**src/logic/pin_mux_pkg.sv**
```systemverilog
// constants, types and helpers shared by the pin function multiplexer
package pin_mux_pkg;
	typedef enum logic [3:0] {
		FN_OFF = 4'h0, FN_PPS_OUT = 4'h1, FN_FIX_OUT = 4'h2, FN_ODO_IN = 4'h3,
		FN_ZVEL_IN = 4'h4, FN_PITOT_IN = 4'h5, FN_NMEA_IN = 4'h6, FN_NMEA_OUT = 4'h7,
		FN_POSLOG_IN = 4'h8, FN_POSMSG_IN = 4'h9, FN_PKT_IN = 4'ha
	} pin_fn_t;
	typedef enum logic [1:0] {
		NM_IDLE = 2'b00, NM_BODY = 2'b01, NM_CK_HI = 2'b11, NM_CK_LO = 2'b10
	} nmea_st_t;
	localparam logic [1:0] PIN_GPIO1 = 2'h0;
	localparam logic [1:0] PIN_GPIO2 = 2'h1;
	localparam logic [1:0] PIN_AUX_TX = 2'h2;
	localparam logic [1:0] PIN_AUX_RX = 2'h3;
	localparam int CLK_HZ = 20_000_000;
	localparam int CYC_PER_MS_DEF = CLK_HZ / 1000;
	localparam int PPS_PERIOD_MS = 1000;
	localparam int PPS_HIGH_MS = 50;
	localparam int PPS_START_MS = 100;
	localparam int PPS_SEC_DEF = PPS_PERIOD_MS * CYC_PER_MS_DEF;
	localparam int PPS_HIGH_DEF = PPS_HIGH_MS * CYC_PER_MS_DEF;
	localparam int PPS_START_DEF = PPS_START_MS * CYC_PER_MS_DEF;
	localparam logic [15:0] NMEA_MIN_PERIOD_MS = 16'h0014; // 50 Hz ceiling
	localparam int GPIO_BAUD_MAX = 250_000;
	localparam int AUX_BAUD_MAX = 2_000_000;
	localparam int BAUD_MIN = 2400;
	localparam logic [13:0] GPIO_DIV_MIN = 14'((CLK_HZ + GPIO_BAUD_MAX - 1) / GPIO_BAUD_MAX);
	localparam logic [13:0] AUX_DIV_MIN = 14'((CLK_HZ + AUX_BAUD_MAX - 1) / AUX_BAUD_MAX);
	localparam logic [13:0] DIV_MAX = 14'(CLK_HZ / BAUD_MIN);
	localparam logic [2:0] SWITCH_CYC = 3'h4;
	localparam logic [31:0] ODO_MAX_SCALE = 32'h00418937; // 4294967 pulses per metre
	localparam logic [2:0] FIX_3D = 3'h2;
	localparam logic [2:0] NMEA_HDR_LEN = 3'h5;
	localparam logic [7:0] CH_DOLLAR = 8'h24;
	localparam logic [7:0] CH_STAR = 8'h2a;
	localparam logic [3:0] UART_LAST_BIT = 4'h9;

	function automatic logic is_rx_fn(input pin_fn_t f);
		is_rx_fn = (f == FN_NMEA_IN) || (f == FN_POSLOG_IN) || (f == FN_POSMSG_IN)
			|| (f == FN_PKT_IN);
	endfunction

	function automatic logic fn_legal(input logic [1:0] pin, input pin_fn_t f);
		case (f)
			FN_OFF: fn_legal = 1'b1;
			FN_PPS_OUT, FN_FIX_OUT: fn_legal = (pin != PIN_AUX_RX);
			FN_NMEA_OUT: fn_legal = (pin == PIN_GPIO1) || (pin == PIN_AUX_TX);
			FN_ODO_IN, FN_ZVEL_IN, FN_PITOT_IN: fn_legal = (pin != PIN_AUX_TX);
			default: fn_legal = is_rx_fn(f) && ((pin == PIN_GPIO2) || (pin == PIN_AUX_RX));
		endcase
	endfunction
endpackage
```
**src/logic/gpio_aux_pin_function_mux.sv**
```systemverilog
// pin function multiplexer for two general pins and the auxiliary serial lines
// Summary of operation
// - serial receive only on gpio2 or aux rx, transmit only gpio1 or aux tx
// - pulse output high for 50 ms at the start of every second
// - second pulses begin about 100 ms after reset release
// - second pulses run whether or not time is valid
// - a time correction restarts the second, giving a possibly short interval
// - time initialised flag reported to the outside
// - aux tx marks the second with a falling edge, gpio with rising
// - fix output low for no fix or a 2D fix
// - fix output high for 3D, SBAS, differential or RTK fix
// - odometer counts low to high edges of a normally low input
// - odometer handles 600 kHz and scale up to 4294967 pulses per metre
// - zero velocity input high means stationary, low means moving
// - nmea sentences with an invalid checksum are flagged for discard
// - nmea accepts GP/GN GGA GLL RMC VTG HDT GSV GSA ZDA and HEHDT
// - nmea output tick at configurable rate up to 50 Hz
// - packet input is for peripherals and aiding only, not commands
// - serial frames are 1 start, 8 data, 1 stop, no parity
// - gpio serial 2400 to 250 k baud, aux serial 2400 to 2 M baud
`timescale 1ns/1ns
`default_nettype none
module gpio_aux_pin_function_mux
	import pin_mux_pkg::*;
#(
	parameter logic [24:0] PPS_SEC_CYC = 25'(PPS_SEC_DEF),
	parameter logic [24:0] PPS_HIGH_CYC = 25'(PPS_HIGH_DEF),
	parameter logic [24:0] PPS_START_CYC = 25'(PPS_START_DEF),
	parameter logic [15:0] CYC_PER_MS = 16'(CYC_PER_MS_DEF)
) (
	input wire logic i_clk,
	input wire logic i_rst_n,
	input wire pin_fn_t i_gpio1_fn,
	input wire pin_fn_t i_gpio2_fn,
	input wire pin_fn_t i_aux_tx_fn,
	input wire pin_fn_t i_aux_rx_fn,
	input wire logic i_gpio1,
	output logic o_gpio1,
	output logic o_gpio1_oe,
	input wire logic i_gpio2,
	output logic o_gpio2,
	output logic o_gpio2_oe,
	output logic o_aux_tx,
	output logic o_aux_tx_oe,
	input wire logic i_aux_rx,
	input wire logic [13:0] i_gpio_div,
	input wire logic [13:0] i_aux_div,
	input wire logic i_time_valid,
	input wire logic i_time_corr,
	input wire logic [2:0] i_fix_type,
	input wire logic [31:0] i_odo_scale,
	input wire logic [15:0] i_nmea_period_ms,
	input wire logic [7:0] i_tx_data,
	input wire logic i_tx_valid,
	output logic o_tx_ready,
	output logic [7:0] o_rx_data,
	output logic o_rx_valid,
	output var pin_fn_t o_rx_fn,
	output logic o_nmea_good,
	output logic o_nmea_bad,
	output logic o_nmea_tick,
	output logic o_pps,
	output logic o_time_init,
	output logic o_odo_scale_ok,
	output logic [31:0] o_odo_count,
	output logic o_stationary,
	output logic [31:0] o_pitot_freq
);
	// active level of an input function, lowest pin wins
	function automatic logic pick(input pin_fn_t f, input pin_fn_t [3:0] a, input logic [3:0] v);
		pick = 1'b0;
		for (int p = 3; p >= 0; p--) begin
			if (a[p] == f && p != 2) pick = v[p];
		end
	endfunction

	function automatic logic [13:0] clamp_div(input logic [13:0] d, input logic [13:0] lo);
		clamp_div = (d < lo) ? lo : ((d > DIV_MAX) ? DIV_MAX : d);
	endfunction

	function automatic logic [4:0] hexval(input logic [7:0] c);
		if (c >= 8'h30 && c <= 8'h39) hexval = {1'b1, c[3:0]};
		else if (c >= 8'h41 && c <= 8'h46) hexval = {1'b1, 4'(c[3:0] + 4'h9)};
		else hexval = 5'h00;
	endfunction

	function automatic logic nmea_type_ok(input logic [39:0] h);
		logic [23:0] t;
		t = h[23:0];
		nmea_type_ok = (h == "HEHDT") || ((h[39:24] == "GP" || h[39:24] == "GN")
			&& (t == "GGA" || t == "GLL" || t == "RMC" || t == "VTG" || t == "HDT"
			|| t == "GSV" || t == "GSA" || t == "ZDA"));
	endfunction

	// input synchronisers, first stage read only by the second
	logic [3:0] pin_in, meta_q, sync_q, prev_q;
	assign pin_in = {i_aux_rx, 1'b0, i_gpio2, i_gpio1};
	always_ff @(posedge i_clk or negedge i_rst_n) begin
		if (!i_rst_n) begin
			meta_q <= 4'h0;
			sync_q <= 4'h0;
			prev_q <= 4'h0;
		end else begin
			meta_q <= pin_in;
			sync_q <= meta_q;
			prev_q <= sync_q;
		end
	end

	// function selection with a tristate settling gap on each change
	pin_fn_t [3:0] fn_in, req, act_d, act_q;
	logic [3:0][2:0] sw_d, sw_q;
	assign fn_in = '{i_aux_rx_fn, i_aux_tx_fn, i_gpio2_fn, i_gpio1_fn};
	always_comb begin
		act_d = act_q;
		sw_d = sw_q;
		for (int p = 0; p < 4; p++) begin
			req[p] = fn_legal(2'(p), fn_in[p]) ? fn_in[p] : FN_OFF;
			if (sw_q[p] != 3'h0) begin
				sw_d[p] = sw_q[p] - 3'h1;
				if (sw_q[p] == 3'h1) act_d[p] = req[p];
			end else if (req[p] != act_q[p]) begin
				act_d[p] = FN_OFF;
				sw_d[p] = SWITCH_CYC;
			end
		end
	end
	always_ff @(posedge i_clk or negedge i_rst_n) begin
		if (!i_rst_n) begin
			act_q <= '{FN_OFF, FN_OFF, FN_OFF, FN_OFF};
			sw_q <= '0;
		end else begin
			act_q <= act_d;
			sw_q <= sw_d;
		end
	end

	// second pulse timer, starts part way so the first pulse lands late
	logic [24:0] pps_cnt_d, pps_cnt_q;
	logic pps_d, pps_q, sec_tick;
	always_comb begin
		sec_tick = (pps_cnt_q == PPS_SEC_CYC - 25'h1) || i_time_corr;
		pps_cnt_d = sec_tick ? 25'h0 : pps_cnt_q + 25'h1;
		pps_d = pps_cnt_d < PPS_HIGH_CYC;
	end
	always_ff @(posedge i_clk or negedge i_rst_n) begin
		if (!i_rst_n) begin
			pps_cnt_q <= PPS_SEC_CYC - PPS_START_CYC;
			pps_q <= 1'b0;
		end else begin
			pps_cnt_q <= pps_cnt_d;
			pps_q <= pps_d;
		end
	end
	assign o_pps = pps_q;

	// status and measured inputs
	logic odo_edge, pitot_edge, fix_d, fix_q;
	logic [31:0] odo_d, pitot_cnt_d, pitot_cnt_q, pitot_freq_d;
	always_comb begin
		odo_edge = pick(FN_ODO_IN, act_q, sync_q) && !pick(FN_ODO_IN, act_q, prev_q);
		pitot_edge = pick(FN_PITOT_IN, act_q, sync_q) && !pick(FN_PITOT_IN, act_q, prev_q);
		odo_d = o_odo_count + {31'h0, odo_edge};
		pitot_cnt_d = sec_tick ? {31'h0, pitot_edge} : pitot_cnt_q + {31'h0, pitot_edge};
		pitot_freq_d = sec_tick ? pitot_cnt_q : o_pitot_freq;
		fix_d = i_fix_type >= FIX_3D;
	end
	always_ff @(posedge i_clk or negedge i_rst_n) begin
		if (!i_rst_n) begin
			o_odo_count <= 32'h0;
			pitot_cnt_q <= 32'h0;
			o_pitot_freq <= 32'h0;
			fix_q <= 1'b0;
			o_stationary <= 1'b0;
			o_time_init <= 1'b0;
			o_odo_scale_ok <= 1'b0;
		end else begin
			o_odo_count <= odo_d;
			pitot_cnt_q <= pitot_cnt_d;
			o_pitot_freq <= pitot_freq_d;
			fix_q <= fix_d;
			o_stationary <= pick(FN_ZVEL_IN, act_q, sync_q);
			o_time_init <= i_time_valid;
			o_odo_scale_ok <= (i_odo_scale != 32'h0) && (i_odo_scale <= ODO_MAX_SCALE);
		end
	end

	// nmea output pacing tick, period floored at the 50 Hz limit
	logic [31:0] tick_cnt_d, tick_cnt_q, tick_per;
	logic tick_d, tx_on;
	always_comb begin
		tx_on = (act_q[PIN_GPIO1] == FN_NMEA_OUT) || (act_q[PIN_AUX_TX] == FN_NMEA_OUT);
		tick_per = 32'((i_nmea_period_ms < NMEA_MIN_PERIOD_MS ? NMEA_MIN_PERIOD_MS
			: i_nmea_period_ms) * CYC_PER_MS);
		tick_d = tx_on && (tick_cnt_q + 32'h1 >= tick_per);
		tick_cnt_d = (!tx_on || tick_d) ? 32'h0 : tick_cnt_q + 32'h1;
	end
	always_ff @(posedge i_clk or negedge i_rst_n) begin
		if (!i_rst_n) begin
			tick_cnt_q <= 32'h0;
			o_nmea_tick <= 1'b0;
		end else begin
			tick_cnt_q <= tick_cnt_d;
			o_nmea_tick <= tick_d;
		end
	end

	// serial transmitter, 8N1
	logic tx_busy_d, tx_busy_q;
	logic [3:0] tx_bit_d, tx_bit_q;
	logic [13:0] tx_baud_d, tx_baud_q, tx_div;
	logic [9:0] tx_sh_d, tx_sh_q;
	assign o_tx_ready = tx_on && !tx_busy_q;
	always_comb begin
		tx_div = (act_q[PIN_GPIO1] == FN_NMEA_OUT) ? clamp_div(i_gpio_div, GPIO_DIV_MIN)
			: clamp_div(i_aux_div, AUX_DIV_MIN);
		tx_busy_d = tx_busy_q;
		tx_bit_d = tx_bit_q;
		tx_baud_d = tx_baud_q;
		tx_sh_d = tx_sh_q;
		if (!tx_busy_q) begin
			if (i_tx_valid && o_tx_ready) begin
				tx_sh_d = {1'b1, i_tx_data, 1'b0};
				tx_busy_d = 1'b1;
				tx_bit_d = 4'h0;
				tx_baud_d = tx_div - 14'h1;
			end
		end else if (tx_baud_q != 14'h0) begin
			tx_baud_d = tx_baud_q - 14'h1;
		end else begin
			tx_baud_d = tx_div - 14'h1;
			tx_sh_d = {1'b1, tx_sh_q[9:1]};
			tx_bit_d = tx_bit_q + 4'h1;
			if (tx_bit_q == UART_LAST_BIT) tx_busy_d = 1'b0;
		end
	end
	always_ff @(posedge i_clk or negedge i_rst_n) begin
		if (!i_rst_n) begin
			tx_busy_q <= 1'b0;
			tx_bit_q <= 4'h0;
			tx_baud_q <= 14'h0;
			tx_sh_q <= 10'h3ff;
		end else begin
			tx_busy_q <= tx_busy_d;
			tx_bit_q <= tx_bit_d;
			tx_baud_q <= tx_baud_d;
			tx_sh_q <= tx_sh_d;
		end
	end

	// pin drivers, registered
	logic [3:0] out_d, out_q, oe_d, oe_q;
	always_comb begin
		for (int p = 0; p < 4; p++) begin
			oe_d[p] = (act_q[p] == FN_PPS_OUT) || (act_q[p] == FN_FIX_OUT)
				|| (act_q[p] == FN_NMEA_OUT);
			case (act_q[p])
				FN_PPS_OUT: out_d[p] = (p == 2) ? !pps_q : pps_q;
				FN_FIX_OUT: out_d[p] = fix_q;
				FN_NMEA_OUT: out_d[p] = tx_busy_q ? tx_sh_q[0] : 1'b1;
				default: out_d[p] = 1'b0;
			endcase
		end
	end
	always_ff @(posedge i_clk or negedge i_rst_n) begin
		if (!i_rst_n) begin
			out_q <= 4'h0;
			oe_q <= 4'h0;
		end else begin
			out_q <= out_d;
			oe_q <= oe_d;
		end
	end
	assign o_gpio1 = out_q[0];
	assign o_gpio1_oe = oe_q[0];
	assign o_gpio2 = out_q[1];
	assign o_gpio2_oe = oe_q[1];
	assign o_aux_tx = out_q[2];
	assign o_aux_tx_oe = oe_q[2];

	// serial receiver, aux rx preferred over gpio2
	logic rx_on, rx_line, rx_busy_d, rx_busy_q, rx_vld_d;
	logic [3:0] rx_bit_d, rx_bit_q;
	logic [13:0] rx_baud_d, rx_baud_q, rx_div;
	logic [7:0] rx_sh_d, rx_sh_q;
	pin_fn_t rx_fn;
	always_comb begin
		rx_fn = is_rx_fn(act_q[PIN_AUX_RX]) ? act_q[PIN_AUX_RX] : act_q[PIN_GPIO2];
		rx_on = is_rx_fn(rx_fn);
		rx_line = is_rx_fn(act_q[PIN_AUX_RX]) ? sync_q[3] : sync_q[1];
		rx_div = is_rx_fn(act_q[PIN_AUX_RX]) ? clamp_div(i_aux_div, AUX_DIV_MIN)
			: clamp_div(i_gpio_div, GPIO_DIV_MIN);
		rx_busy_d = rx_busy_q;
		rx_bit_d = rx_bit_q;
		rx_baud_d = rx_baud_q;
		rx_sh_d = rx_sh_q;
		rx_vld_d = 1'b0;
		if (!rx_busy_q) begin
			if (rx_on && !rx_line) begin
				rx_busy_d = 1'b1;
				rx_bit_d = 4'h0;
				rx_baud_d = {1'b0, rx_div[13:1]};
			end
		end else if (rx_baud_q != 14'h0) begin
			rx_baud_d = rx_baud_q - 14'h1;
		end else begin
			rx_baud_d = rx_div - 14'h1;
			rx_bit_d = rx_bit_q + 4'h1;
			if (rx_bit_q == 4'h0 && rx_line) rx_busy_d = 1'b0;
			else if (rx_bit_q == UART_LAST_BIT) begin
				rx_busy_d = 1'b0;
				rx_vld_d = rx_line;
			end else if (rx_bit_q != 4'h0) rx_sh_d = {rx_line, rx_sh_q[7:1]};
		end
	end
	always_ff @(posedge i_clk or negedge i_rst_n) begin
		if (!i_rst_n) begin
			rx_busy_q <= 1'b0;
			rx_bit_q <= 4'h0;
			rx_baud_q <= 14'h0;
			rx_sh_q <= 8'h00;
			o_rx_valid <= 1'b0;
			o_rx_data <= 8'h00;
			o_rx_fn <= FN_OFF;
		end else begin
			rx_busy_q <= rx_busy_d;
			rx_bit_q <= rx_bit_d;
			rx_baud_q <= rx_baud_d;
			rx_sh_q <= rx_sh_d;
			o_rx_valid <= rx_vld_d;
			if (rx_vld_d) o_rx_data <= rx_sh_q;
			if (rx_vld_d) o_rx_fn <= rx_fn;
		end
	end

	// nmea sentence checker on received bytes
	nmea_st_t nm_d, nm_q;
	logic [7:0] ck_d, ck_q;
	logic [39:0] hdr_d, hdr_q;
	logic [2:0] hn_d, hn_q;
	logic [3:0] hi_d, hi_q;
	logic good_d, bad_d, nm_byte;
	logic [4:0] hv;
	always_comb begin
		nm_d = nm_q;
		ck_d = ck_q;
		hdr_d = hdr_q;
		hn_d = hn_q;
		hi_d = hi_q;
		good_d = 1'b0;
		bad_d = 1'b0;
		nm_byte = o_rx_valid && o_rx_fn == FN_NMEA_IN;
		hv = hexval(o_rx_data);
		if (nm_byte && o_rx_data == CH_DOLLAR) begin
			nm_d = NM_BODY;
			ck_d = 8'h00;
			hn_d = 3'h0;
		end else if (nm_byte) begin
			case (nm_q)
				NM_BODY: begin
					if (o_rx_data == CH_STAR) nm_d = NM_CK_HI;
					else begin
						ck_d = ck_q ^ o_rx_data;
						if (hn_q < NMEA_HDR_LEN) begin
							hdr_d = {hdr_q[31:0], o_rx_data};
							hn_d = hn_q + 3'h1;
						end
					end
				end
				NM_CK_HI: begin
					hi_d = hv[3:0];
					nm_d = hv[4] ? NM_CK_LO : NM_IDLE;
					bad_d = !hv[4];
				end
				NM_CK_LO: begin
					nm_d = NM_IDLE;
					good_d = hv[4] && {hi_q, hv[3:0]} == ck_q && hn_q == NMEA_HDR_LEN
						&& nmea_type_ok(hdr_q);
					bad_d = !good_d;
				end
				default: nm_d = NM_IDLE;
			endcase
		end
	end
	always_ff @(posedge i_clk or negedge i_rst_n) begin
		if (!i_rst_n) begin
			nm_q <= NM_IDLE;
			ck_q <= 8'h00;
			hdr_q <= 40'h0;
			hn_q <= 3'h0;
			hi_q <= 4'h0;
			o_nmea_good <= 1'b0;
			o_nmea_bad <= 1'b0;
		end else begin
			nm_q <= nm_d;
			ck_q <= ck_d;
			hdr_q <= hdr_d;
			hn_q <= hn_d;
			hi_q <= hi_d;
			o_nmea_good <= good_d;
			o_nmea_bad <= bad_d;
		end
	end
endmodule // gpio_aux_pin_function_mux
`default_nettype wire

```
**config.mk**
```make
export PLATFORM = sky130hd
export DESIGN_NAME = gpio_aux_pin_function_mux
export DESIGN_NICKNAME = d
export VERILOG_FILES = /design/src/logic/pin_mux_pkg.sv /design/src/logic/gpio_aux_pin_function_mux.sv
export SDC_FILE = /design/constraint.sdc
export NUM_CORES = 1
export LEC_CHECK = 0
export ABC_AREA = 1
export ABC_CLOCK_PERIOD_IN_PS = 4100
export BUFFER_PORTS_ARGS = -buffer_cell sky130_fd_sc_hd__buf_2
export CAP_MARGIN = 10
export CORE_ASPECT_RATIO = 1.75
export CORE_UTILIZATION = 40
export DETAILED_ROUTE_END_ITERATION = 8
export PLACE_DENSITY = 0.64
export SKIP_LAST_GASP = 1
export SYNTH_ARGS = -nofsm -noshare
export SYNTH_HDL_FRONTEND = slang
export SYNTH_SLANG_ARGS = --single-unit
```
**constraint.sdc**
```tcl
create_clock -name i_clk -period 4.1 [get_ports i_clk]
set_clock_uncertainty 0.1 [all_clocks]
set_input_delay 0.82 -clock i_clk [delete_from_list [all_inputs] [get_ports i_clk]]
set_output_delay 0.82 -clock i_clk [all_outputs]
set_load 0.02 [all_outputs]
```
==> impl_metrics.sql <==
INSERT INTO impl_metrics (metric_group, metric, value, unit) VALUES
('run_status', 'outcome', 'complete, but fails checks', ''),
('run_status', 'failed_checks', 'negative setup slack', ''),
('logic_synthesis', 'synth_ff_type', 'dfrtp_1', ''),
('cells_and_area', 'layout.nets', '3293', ''),
('logic_synthesis', 'post_synth_num_cell_types', '56', ''),
('logic_synthesis', 'synth-adder-area-share', '0.106', ''),
('timing', 'worst_slew_pin_tran', '0.937', 'ns'),
('logic_synthesis', 'ys_async_sr_fraction', '1.00', ''),
('setup_path', 'critical_path_buf_inv_count', '7', ''),
('floorplan', 'ioPinCount', '202', ''),
('cells_and_area', 'layout.cells.most_common', 'nand2_1', ''),
('drt', 'dr.pass1.iters', '5', ''),
('cts', 'clock_path_buffers', '3', ''),
('floorplan', 'die_height', '305', 'um'),
('timing', 'max_freq', '161', 'MHz'),
('cts', 'numCtsBuffers', '36', ''),
('cts', 'root_buffer', 'clkbuf_16', ''),
('placed_design', 'port_buffers', '200', ''),
('power', 'total_power', '11.4', 'mW'),
('timing', 'timing.final.crit_share', '1.52', ''),
('logic_synthesis', 'syn-instance-count', '2735', ''),
('logic_synthesis', 'yosys.area_share.simple', '0.263', ''),
('cells_and_area', 'flow.area_growth_from_synthesis', '19.3', '%'),
('timing', 'report.final.setup_viol', '32', ''),
('drt', 'avgRoutedWirePerCell', '14.6', 'um'),
('power', 'cellLeakagePower', '12.6', 'nW'),
('drt', 'route.final.wire_length', '54.5', 'mm'),
('cells_and_area', 'final_area', '25100', 'um2'),
('logic_synthesis', 'post_synth_mux_area_share', '0.00368', ''),
('timing', 'postLayoutSetupSlackWorst', '-2.11', 'ns'),
('global_route', 'grt_max_degree', '113', ''),
('drt', 'initialDrtViolationCount', '820', ''),
('global_route', 'grt_pass1_wl', '90.6', 'mm'),
('logic_synthesis', 'compound_gate_portion_of_the_synthesized_area', '0.0994', ''),
('cts', 'clock_latency', '0.54', 'ns'),
('cts', 'cts.reportedPaths.clkPinSlew', '0.07', 'ns'),
('setup_path', 'setup.worst_path.end_class', 'flop', ''),
('logic_synthesis', 'synth.avg_cell_area', '7.70', 'um2'),
('logic_synthesis', 'netlist_area', '21100', 'um2'),
('setup_path', 'worstSetupStartpointType', 'input pin', ''),
('timing', 'hold_viol_final', '0', ''),
('run', 'max_capacitance_violation_total', '0', ''),
('drt', 'via_count', '18800', ''),
('cells_and_area', 'layout.cells.most_common_list', 'nand2_1, inv_1, dfrtp_1, nor2_1', ''),
('logic_synthesis', 'synth_fp_nets', '3004', ''),
('logic_synthesis', 'seq_area_frac_synth', '0.392', ''),
('setup_path', 'cp_data_required_time', '4.45', 'ns'),
('logic_synthesis', 'synthXorXnorAreaFrac', '0.0437', ''),
('logic_synthesis', 'synth.yosys.warnings', '0', ''),
('global_route', 'grt.overflow.total', '0', ''),
('timing', 'finalMaxSlewViolations', '0', ''),
('logic_synthesis', 'edff_count_synth', '0', ''),
('cells_and_area', 'antennaDiodeCount', '0', ''),
('timing', 'rsz0062_at_grt', 'true', ''),
('floorplan', 'floorplan.core_area', '51700', 'um2'),
('drt', 'drtAntennaViolNets', '0', ''),
('setup_path', 'worst-setup-path-type', 'in2reg', ''),
('cts', 'htreeDepth', '2', ''),
('placed_design', 'dpl_hpwl', '41.8', 'mm'),
('drt', 'route.detailed.drc', '0', ''),
('drt', 'route.detailed.vias_per_inst', '5.06', ''),
('floorplan', 'number_of_placement_rows', '110', ''),
('min_path', 'holdCritPathClass', 'reg2reg', ''),
('timing', 'headroom_to_the_max_slew_limit', '0.375', ''),
('timing', 'post-route-min-period', '6.21', 'ns'),
('cells_and_area', 'drive_gt1_frac', '0.166', ''),
('setup_path', 'critPathSlowestCell', 'fa_2', ''),
('floorplan', 'initial_util', '0.407', ''),
('global_route', 'first_global_vias', '19100', ''),
('setup_path', 'worstPathArrival', '6.56', 'ns'),
('power', 'power.density_cell_area', '455', 'nW/um2');
-- metrics by stage --
step / hold slack [ns] / setup WS [ns] / setup TNS [ns] / instances
after floorplan: 0.231 / -2.08 / -65.29 / 2735
after CTS: 0.244 / -2.01 / -63.50 / 3718
final: 0.240 / -2.11 / -66.70 / 3722
after detailed placement: 0.237 / -2.79 / -88.29 / 3649
after global routing: 0.256 / -2.35 / -74.36 / 3722
after global placement: 0.237 / -2.69 / -85.28 / 3649
-- sequential cells by signal (all words and copies together) (netlist names), 8 cells and up --
| name | cells |
|---|---|
| tx_sh_q | 9 |
| o_rx_data | 8 |
| pitot_cnt_q | 32 |
| rx_baud_q | 14 |
| o_pitot_freq | 32 |
| tx_baud_q | 14 |
| rx_sh_q | 8 |
| o_odo_count | 32 |
| act_q | 16 |
| tick_cnt_q | 32 |
| hdr_q | 40 |
| ck_q | 8 |
| sw_q | 12 |
| pps_cnt_q | 25 |
-- final timing paths --
| path | slack [ns] | endpoint | startpoint | cells past startpoint |
|---|---|---|---|---|
| setup / recovery | -2.11 | tick_cnt_q[1]$_DFF_PN0_ | i_nmea_period_ms[15] | 33 |
| hold / removal | 0.24 | sync_q[1]$_DFF_PN0_ | meta_q[1]$_DFF_PN0_ | 0 |
| setup reg to reg | -0.02 | tick_cnt_q[1]$_DFF_PN0_ | tick_cnt_q[0]$_DFF_PN0_ | 23 |
| hold reg to reg | 0.24 | sync_q[1]$_DFF_PN0_ | meta_q[1]$_DFF_PN0_ | 0 |
| max in group asynchronous | 2.67 | o_rx_fn[0]$_DFFE_PN0P_ | i_rst_n | 2 |
| min in group asynchronous | 0.26 | pps_cnt_q[9]$_DFF_PN0_ | i_rst_n | 1 |
-- routing by layer --
layer,global-route usage,vias up,wire [um]
li1,-,9403,-
met1,0.224,8894,21200
met2,0.393,408,29300
met3,0.0223,131,1760
met4,0.0904,0,2180
met5,0,-,0
-- report_power, final --
group | internal (mW) | switching (mW)
Combinational | 1.89 | 2.50
Sequential | 3.48 | 0.180
Clock | 1.97 | 1.41
-- synthesized netlist by cell type (2+ instances only) --
cell / instances / area share
a211oi_1: 5 / 0.0018
a21o_1: 3 / 0.0011
a21oi_1: 101 / 0.024
a31oi_1: 15 / 0.0045
and2_1: 2 / 0.00059
and3_1: 2 / 0.00059
buf_2: 15 / 0.0036
buf_4: 2 / 0.00071
buf_6: 7 / 0.0037
clkbuf_1: 28 / 0.0050
dfrtp_1: 313 / 0.37
dfstp_2: 16 / 0.020
fa_1: 35 / 0.033
ha_1: 123 / 0.073
inv_1: 431 / 0.077
inv_2: 7 / 0.0012
mux2_2: 6 / 0.0032
nand2_1: 592 / 0.11
nand2_2: 8 / 0.0024
nand3_1: 148 / 0.035
nand3_2: 4 / 0.0019
nand3b_1: 11 / 0.0039
nand4_1: 58 / 0.017
nor2_1: 281 / 0.050
nor2_2: 23 / 0.0068
nor2_4: 3 / 0.0016
nor3_1: 77 / 0.018
nor3_2: 7 / 0.0033
nor3b_1: 2 / 0.00071
nor4_1: 26 / 0.0077
o2111ai_1: 2 / 0.00083
o211ai_1: 16 / 0.0057
o21a_1: 7 / 0.0025
o21ai_0: 202 / 0.048
o21ai_1: 9 / 0.0021
o21bai_1: 3 / 0.0011
o221ai_1: 2 / 0.00083
o22ai_1: 10 / 0.0030
o31ai_1: 4 / 0.0014
or2_2: 10 / 0.0030
xnor2_1: 32 / 0.013
xor2_1: 73 / 0.030
-- area by class of cell --
| cell class | count | area, um2 |
|---|---|---|
| sequential | 329 | 8250 |
| clock inverter | 15 | 201 |
| clock buffer | 49 | 1030 |
| tap | 672 | 841 |
| timing repair buffer | 303 | 1910 |
| fill | 5048 | 26600 |
| inverter | 439 | 1670 |
| multi-input combinational | 1915 | 11200 |
-- logic make-up (layout without fill, tap and decap cells) --
logic type                 after synthesis  count (layout)
other                                    1               1
AOI/OAI and AO/OA                      385             385
and+or+nand+nor                       1259            1259
adders and majority gates              158             158
buffers and inverters                  491             806
muxes                                    7               7
xor gates and xnor gates               105             105
DFF                                    329             329
-- repair_timing --
action | 4_1_cts | 5_1_grt
setup endpoints to repair | 32 | 32
setup buffers | 4 | 2
cloned | 1 | 2
pin swaps | 7 | 15
resized for setup | 24 | 38
No activity file was read; power rests on OpenSTA's default activity.
